## config.mk

```make
export PLATFORM = sky130hd
export DESIGN_NAME = cad_decoder
export DESIGN_NICKNAME = d
export VERILOG_FILES = /design/src/rtl/cad_pkg.sv /design/src/rtl/cad_decoder.sv /design/src/rtl/cad_field_split.sv
export SDC_FILE = /design/constraint.sdc
export NUM_CORES = 1
export LEC_CHECK = 0
export BUFFER_PORTS_ARGS = -buffer_cell sky130_fd_sc_hd__buf_2
export CAP_MARGIN = 10
export CORE_MARGIN = 5
export CORE_UTILIZATION = 39
export CTS_CLUSTER_SIZE = 30
export DETAILED_ROUTE_END_ITERATION = 10
export PLACE_DENSITY = 0.75
export SLEW_MARGIN = 20
export SYNTH_ARGS = -nofsm -noshare
export SYNTH_HDL_FRONTEND = slang
export SYNTH_SLANG_ARGS = --single-unit
```

## constraint.sdc

```tcl
create_clock -name I_CORE_CLK -period 1.3 [get_ports I_CORE_CLK]
set_input_delay 0.195 -clock I_CORE_CLK [delete_from_list [all_inputs] [get_ports I_CORE_CLK]]
set_output_delay 0.195 -clock I_CORE_CLK [all_outputs]
set_load 0.005 [all_outputs]
```

## src/rtl/cad_pkg.sv

```systemverilog
// package of constants for the coprocessor address decoder
package cad_pkg;
  localparam int ADDR_W = 32;
  localparam int DATA_W = 32;
  localparam int SEL_HI = 31;
  localparam int SEL_LO = 16;
  localparam logic [15:0] SEL_MIN = 16'hc000;
  localparam logic [15:0] SEL_MAX = 16'hc1ff;
  localparam int OPC_HI = 15;
  localparam int OPC_LO = 10;
  localparam int SRC1_HI_HI = 9;
  localparam int SRC1_HI_LO = 7;
  localparam int DEST_HI = 6;
  localparam int DEST_LO = 2;
  localparam int SRC1_LO_HI = 1;
  localparam int SRC1_LO_LO = 0;
  localparam int BLOCK_SIZE = 1024;
  localparam logic [4:0] SRC1_BUS_CODE = 5'h00;
  localparam logic [5:0] OPC_RST = 6'h00;
  localparam logic [4:0] REG_RST = 5'h00;
  localparam logic [31:0] DATA_RST = 32'h0000_0000;
  localparam logic FLAG_RST = 1'h0;
  typedef enum logic [1:0] {
    CAD_IDLE = 2'b01,
    CAD_ISSUE = 2'b10
  } cad_state_type;
endpackage

```

## src/rtl/cad_decoder.sv

```systemverilog
// coprocessor address decoder top
// Summary of operation
// - each opcode spans 1024 addresses, 32x32 operands
// - opcode sets block base, operands pick element
// - destination number on address bits 6..2
// - source-1 split across bits 9..7 and 1..0
// - source-1 zero takes operand from data bus
// - destination zero is ordinary register zero
// - register-only ops start on any access size
// - every hitting bus cycle is one instruction
// - block moves read or write step destinations
// - act only on select range c000 to c1ff
// - six bits below select give the opcode
// - source-1 low bits on address bits 1..0
`timescale 1ns/1ps
module cad_decoder
  import cad_pkg::*;
(
  // clock and reset
  input wire logic I_CORE_CLK,
  input wire logic I_RESET,
  // host bus cycle, one strobe per cycle from same-clock logic
  input wire logic I_CYCLE_VALID,
  input wire logic I_CYCLE_WRITE,
  input wire logic [ADDR_W-1:0] I_CYCLE_ADDR,
  input wire logic [DATA_W-1:0] I_CYCLE_DATA,
  // decoded instruction
  output logic O_ISSUE,
  output logic O_ISSUE_WRITE,
  output logic [5:0] O_OPCODE,
  output logic [4:0] O_FIRST_SOURCE_FIELD,
  output logic [4:0] O_DEST_OPERAND_FIELD,
  output logic O_SRC1_BUS_OPERAND,
  output logic [DATA_W-1:0] O_BUS_DATA
);
  // fields from the address splitter
  logic hit;
  logic [5:0] opcode;
  logic [4:0] src1;
  logic [4:0] dest;
  logic src1_bus;
  // one host cycle taken at this edge
  logic take;
  // issue sequencing
  cad_state_type state;
  cad_state_type next_state;
  logic issue;
  logic next_issue;
  // fields held until the next taken cycle
  logic issue_write;
  logic next_issue_write;
  logic [5:0] opc_q;
  logic [5:0] next_opc_q;
  logic [4:0] src1_q;
  logic [4:0] next_src1_q;
  logic [4:0] dest_q;
  logic [4:0] next_dest_q;
  logic bus_q;
  logic next_bus_q;
  logic [DATA_W-1:0] data_q;
  logic [DATA_W-1:0] next_data_q;

  // field extraction is pure wiring; all timing lives in this module
  cad_field_split u_split (
    .i_addr(I_CYCLE_ADDR),
    .o_hit(hit),
    .o_opcode(opcode),
    .o_src1(src1),
    .o_dest(dest),
    .o_src1_bus(src1_bus)
  );

  // no transfer size input: any access size starts the op
  always_comb begin
    take = 1'h0;
    if (I_CYCLE_VALID && hit) begin
      // each cycle is its own instruction, so split cycles issue twice
      take = 1'h1;
    end
  end

  // one pulse per taken cycle; back-to-back cycles keep it high
  always_comb begin
    next_state = state;
    case (state)
      CAD_IDLE: begin
        if (take) begin
          next_state = CAD_ISSUE;
        end
      end
      CAD_ISSUE: begin
        if (!take) begin
          next_state = CAD_IDLE;
        end
      end
      default: begin
        next_state = CAD_IDLE;
      end
    endcase
    next_issue = (next_state == CAD_ISSUE);
  end

  always_ff @(posedge I_CORE_CLK) begin
    if (I_RESET) begin
      state <= CAD_IDLE;
      issue <= FLAG_RST;
    end else begin
      state <= next_state;
      issue <= next_issue;
    end
  end

  // direction of the issuing cycle; reads and writes both decode
  always_comb begin
    next_issue_write = issue_write;
    if (take) begin
      next_issue_write = I_CYCLE_WRITE;
    end
  end

  always_ff @(posedge I_CORE_CLK) begin
    if (I_RESET) begin
      issue_write <= FLAG_RST;
    end else begin
      issue_write <= next_issue_write;
    end
  end

  // opcode picks the 1024-address block
  always_comb begin
    next_opc_q = opc_q;
    if (take) begin
      next_opc_q = opcode;
    end
  end

  always_ff @(posedge I_CORE_CLK) begin
    if (I_RESET) begin
      opc_q <= OPC_RST;
    end else begin
      opc_q <= next_opc_q;
    end
  end

  // source-1 register number, rejoined from its two address pieces
  always_comb begin
    next_src1_q = src1_q;
    if (take) begin
      next_src1_q = src1;
    end
  end

  always_ff @(posedge I_CORE_CLK) begin
    if (I_RESET) begin
      src1_q <= REG_RST;
    end else begin
      src1_q <= next_src1_q;
    end
  end

  // destination zero has no special meaning, unlike source-1 zero
  always_comb begin
    next_dest_q = dest_q;
    if (take) begin
      next_dest_q = dest;
    end
  end

  always_ff @(posedge I_CORE_CLK) begin
    if (I_RESET) begin
      dest_q <= REG_RST;
    end else begin
      dest_q <= next_dest_q;
    end
  end

  // marks an operand that came over the host data bus
  always_comb begin
    next_bus_q = bus_q;
    if (take) begin
      next_bus_q = src1_bus;
    end
  end

  always_ff @(posedge I_CORE_CLK) begin
    if (I_RESET) begin
      bus_q <= FLAG_RST;
    end else begin
      bus_q <= next_bus_q;
    end
  end

  // zeroed otherwise, so stale bus values never look like operands
  always_comb begin
    next_data_q = data_q;
    if (take) begin
      if (src1_bus) begin
        next_data_q = I_CYCLE_DATA;
      end else begin
        next_data_q = DATA_RST;
      end
    end
  end

  always_ff @(posedge I_CORE_CLK) begin
    if (I_RESET) begin
      data_q <= DATA_RST;
    end else begin
      data_q <= next_data_q;
    end
  end

  // every output is a flop, so no decode path reaches the pins
  assign O_ISSUE = issue;
  assign O_ISSUE_WRITE = issue_write;
  assign O_OPCODE = opc_q;
  assign O_FIRST_SOURCE_FIELD = src1_q;
  assign O_DEST_OPERAND_FIELD = dest_q;
  assign O_SRC1_BUS_OPERAND = bus_q;
  assign O_BUS_DATA = data_q;
endmodule // cad_decoder

```

## src/rtl/cad_field_split.sv

```systemverilog
// splits one bus address into coprocessor instruction fields
`timescale 1ns/1ps
module cad_field_split
  import cad_pkg::*;
(
  // address in
  input wire logic [ADDR_W-1:0] i_addr,
  // fields out
  output logic o_hit,
  output logic [5:0] o_opcode,
  output logic [4:0] o_src1,
  output logic [4:0] o_dest,
  output logic o_src1_bus
);
  logic [15:0] sel;
  always_comb begin
    sel = i_addr[SEL_HI:SEL_LO];
    o_hit = (sel >= SEL_MIN) && (sel <= SEL_MAX);
    o_opcode = i_addr[OPC_HI:OPC_LO];
    // split field keeps doubleword stepping on the destination only
    o_src1 = {i_addr[SRC1_HI_HI:SRC1_HI_LO], i_addr[SRC1_LO_HI:SRC1_LO_LO]};
    o_dest = i_addr[DEST_HI:DEST_LO];
    o_src1_bus = (o_src1 == SRC1_BUS_CODE);
  end
endmodule // cad_field_split

```

* After elaboration in Yosys (flattened, before gate mapping)
Cells that the tools add are included.
Word-level totals: register bits 53, output and inout port bits 51, input port bits 68
Cells by class: reduce and logical (&&, ||, !) cells 3, order comparisons 2, equality and inequality tests 3, mux-type cells 5
Operator list (number):
- 32-bit two-way mux | 1
- 16-bit greater-or-equal comparator, second input constant | 1
- 16-bit <= comparator, second input constant | 1
- 5-bit zero test | 1
- 2-bit equality test, second input constant | 2
- 2-bit two-way mux | 2
- 2-bit one-hot mux with 2 select lines | 1
- 2-bit by 1-bit equality test with 1-bit output, second input constant | 1
- 1-bit logical AND | 2
- 1-bit two-way mux | 1

* Depth between registers and ports, before layout
depth in word-level cells 7, depth in mapped cells 5

* Hierarchy
From an unflattened synthesis, not the netlist that was laid out.
Second synthesis, totals: cells, all modules 260, area total of the unflattened synthesis 2428.6 um^2
Modules (own cells, without submodules):
- cad_decoder | times used 1, area each 2278.4 um^2, sequential area each 1061.0 um^2, cells an instance 239
- cad_field_split | times used 1, area each 150.1 um^2, sequential area each 0.0 um^2, cells an instance 21

* Worst setup path after synthesis
OpenSTA, ideal clock, no wires.
path type input -> register, start input port I_CYCLE_ADDR[26], end register state[0], slack -0.061 ns, library setup time 0.143 ns, stages 4, data arrival time 1.217 ns, cell sequence or4_4 -> clkbuf_1 -> o31ai_1 -> o311ai_0
Between the ends: longest elaborated chain between the ends 6, elaborated cells between the ends (all ways) 8, those cells by class 2 x order compare; 4 x mux; 2 x reduce/logical
Ends and longest elaborated chain:
- start, declared | RTL line cad_decoder.sv:25 | input wire logic [ADDR_W-1:0] I_CYCLE_ADDR,
- 16-bit greater-or-equal comparator or 16-bit <= comparator (tied branches) | RTL line cad_field_split.sv:18 | o_hit = (sel >= SEL_MIN) && (sel <= SEL_MAX);
- 1-bit logical AND * | RTL line cad_field_split.sv:18
- 1-bit logical AND * | RTL line cad_decoder.sv:76 | if (I_CYCLE_VALID && hit) begin
- 1-bit two-way mux * | RTL line cad_decoder.sv:76
- 2-bit two-way mux (on tied branches) | RTL line cad_decoder.sv:92, cad_decoder.sv:87
- 2-bit one-hot mux with 2 select lines * | RTL line cad_decoder.sv:85 | case (state)
- end signal, assigned | RTL line cad_decoder.sv:108 | state <= next_state;
- end, declared | RTL line cad_decoder.sv:45 | cad_state_type state;
Mark *: on every way between the ends. The rest lies on a longest branch, timed or not. A chain may end at the register's enable or synchronous reset.

* Worst setup path after layout
start register state[0], end register issue (netlist: O_ISSUE)
Between the ends: longest elaborated chain between the ends 3, elaborated cells between the ends (all ways) 6, those cells by class 3 x eq/ne; 3 x mux
Ends and longest elaborated chain:
- 2-bit equality test, or another cell as far along | RTL line cad_decoder.sv:85
- 2-bit one-hot mux with 2 select lines * | RTL line cad_decoder.sv:85
- 2-bit equality test * | RTL line cad_decoder.sv:100 | next_issue = (next_state == CAD_ISSUE);
- end signal, assigned | RTL line cad_decoder.sv:109 | issue <= next_issue;
- end, declared | RTL line cad_decoder.sv:47 | logic issue;
Marks and branches as above.

==> results.yml <==
placed_design:
  placed_area_um2: 2780
  dp_hpwl_um: 4060
  dpl_worst_slack_ns: -0.269
  globalplace.congestion: 0.769
  port_buffers: 109
die:
  rows: 26
  die_area_um2: 6870
  die_x_um: 82.9
  ios: 119
  die_h_um: 82.9
  initial_core_util_pct: 40.3
  core_area_um2: 5140
routing:
  drc: 0
  postRouteAntennaNets: 0
  viasPerCell: 5.06
  wirelength_um: 5460
  drt-pass1-iter-count: 4
  vias: 2005
  drtIter0Drc: 71
  wl_per_cell_um: 13.8
sta:
  rsz0062_at_grt: "no"
  hold_viol: 0
  fmaxAchievable_ghz: 0.796
  maxSlewViolCount: 0
  clock-skew-final_ns: 0.000475
  slew_headroom_pct: 79.3
  min_period_ns: 1.26
  fin_hold_ws_ns: 0.139
  final-setup-viol-count: 0
  tightestPinTransition_ns: 0.309
  fin_crit_sh_pct: 96.6
  worst_slack_ns: 0.0443
run_status:
  outcome: "completed"
setup_path:
  r2r.worst_path.cells: 4
  reg2reg_to: "O_ISSUE"
  critical_path_required_ns: 1.54
  cp-start-kind: "flop"
  arrival_ns: 1.49
  reg2reg_slack_ns: 0.04
  path_class: "reg2reg"
  path_buf_inv: 1
  slowest_stage: "dfxtp_1"
  crit_path_max_fanout: 4
  slowest_delay_ns: 0.37
  crit_family: "compound AO/OA/AOI/OAI gates"
  r2r-start: "state[0]"
  path_cells: "inv_1 -> ha_1 -> a2111oi_2 -> o31a_1"
  endpoint_kind: "flop"
worst_hold_path:
  hold_path_depth: 3
  worstHoldEndpoint: "O_BUS_DATA[20]"
  hold_class: "in2reg"
  hold_path_startpoint: "I_CYCLE_DATA[20]"
power:
  irDropWorstVdd_v: 0.000464
  p_leak_nw: 1.29
  p_per_area_nw_per_um2: 978
  totalPowerFinal_mw: 2.82
synth:
  yosys.area.top_type: "dfxtp_1"
  synthCells: 213
  netlist_area_um2: 2070
  yosys_warnings: 0
  synth_most_common_cell: "dfxtp_1"
  ys_async_sr_fraction_pct: 0
  synth-main-ff-cell: "dfxtp_1"
  synth-seq-cells: 53
  syn_nets: 283
  synth_seq_area_share_pct: 51.2
  yosysUniqueCellTypes: 25
  synth_common_cells: "dfxtp_1 (53), nand2b_1 (32), o2bb2ai_1 (32)"
  syn_area_per_cell_um2: 9.73
  synth_area_leaders: "dfxtp_1 (51%), o2bb2ai_1 (14%), nand2b_1 (9.7%), a21oi_1 (4.6%), o21ai_0 (4.3%)"
  yosysTopAreaCellShare_pct: 51.2
  synth_edf_count: 0
global_route:
  grt_pass1_wl_um: 9090
  grt_use_total_pct: 15.5
  first_global_vias: 1986
  grt_max_degree: 34
  overflow: 0
  antenna_found_initial: 0
clock_network:
  clk_pin_slew_ns: 0.09
  clock_sinks: 53
  cts.path.max_buffers: 2
  root_buffer: "clkbuf_8"
  htree_num_levels: 2
  clock_latency_ns: 0.29
  cts_tree: "yes"
  numCtsBuffers: 5
run:
  maxCapViolations: 0
cells_and_area:
  nets: 396
  drive_above_1_share_pct: 42.0
  area_growth_pct: 39.2
  fin_area_um2: 2890
  n_antenna_cell: 0
  fin_util_pct: 56.1
  n_fill_cell: 503
power breakdown:
group | switching (mW) | total, mW | leakage, nW | internal (mW)
Clock | 0.504 | 0.926 | 0.0433 | 0.422
Combinational | 0.131 | 0.264 | 0.821 | 0.132
Sequential | 0.00384 | 1.63 | 0.427 | 1.63
stage by stage:
| stage | cells | TNS [ns] |
|---|---|---|
| after floorplan | 213 | -0.0302 |
| after global placement | 389 | -4.10 |
| after detailed placement | 389 | -4.54 |
| after CTS | 396 | 0 |
| after global routing | 396 | 0 |
| final | 396 | 0 |
repair_timing:
action / in CTS / in global routing
buffers inserted: 0 / 0
gates resized for setup: 2 / 1
hold buffers: 0 / 0
endpoints found under the setup margin: 1 / 1
cells by family (layout without fill, tap and decap cells):
group | after synthesis | in the layout | synth area share [%]
fa+ha+maj | 2 | 2 | 1.21
simple gates | 62 | 62 | 18.6
compound gates | 75 | 75 | 24.8
flops | 53 | 53 | 51.2
buf+inv | 21 | 134 | 4.22
worst max path at each step:
stage                                 from       end  slack, ns  cells after the start
after floorplan           I_CYCLE_ADDR[26]  state[0]      -0.02                      4
after global placement    I_CYCLE_ADDR[26]   O_ISSUE      -0.15                      5
after detailed placement  I_CYCLE_ADDR[26]   O_ISSUE      -0.27                      4
after CTS                         state[0]   O_ISSUE       0.04                      4
after global routing              state[1]   O_ISSUE      0.005                      5
final                             state[0]   O_ISSUE       0.04                      4
cells in the final DEF, fill, tap and decap left out, types with 2 or more instances in the layout:
cell type,instances
a21oi_1,18
buf_12,3
buf_2,109
buf_4,12
clkbuf_8,6
dfxtp_1,53
ha_1,2
inv_1,3
nand2b_1,32
nand3_1,17
nor2_1,4
nor4_1,2
o21ai_0,18
o2bb2ai_1,32
layout make-up:
| class | instances | area [um^2] | area share (%) |
|---|---|---|---|
| flip-flops and latches | 53 | 1060 | 36.8 |
| multi-input cells | 139 | 940 | 32.6 |
| repair buffers | 124 | 696 | 24.1 |
| well taps | 70 | 87.6 | 3.04 |
| clock buffers | 6 | 82.6 | 2.86 |
| inverters | 3 | 11.3 | 0.390 |
| clock inverters | 1 | 7.51 | 0.260 |
registers in the layout (all words and copies together) (netlist names):
signal and cells:
O_FIRST_SOURCE_FIELD 5, O_DEST_OPERAND_FIELD 5, O_ISSUE 1, state 2, O_ISSUE_WRITE 1, O_SRC1_BUS_OPERAND 1, O_OPCODE 6, O_BUS_DATA 32
worst reg2reg max path, stage by stage (launching register included):
cell	delay [ns]
dfxtp_1	0.37
inv_1	0.07
ha_1	0.25
a2111oi_2	0.33
o31a_1	0.19
per-layer routing:
metal / part of all wire [%] / track usage, %
met5: 0 / 0
met4: 0.62 / 4.46
met3: 5.6 / 3.47
met2: 51 / 27.7
met1: 43 / 18.6
Power figures use the tool's default switching activity.
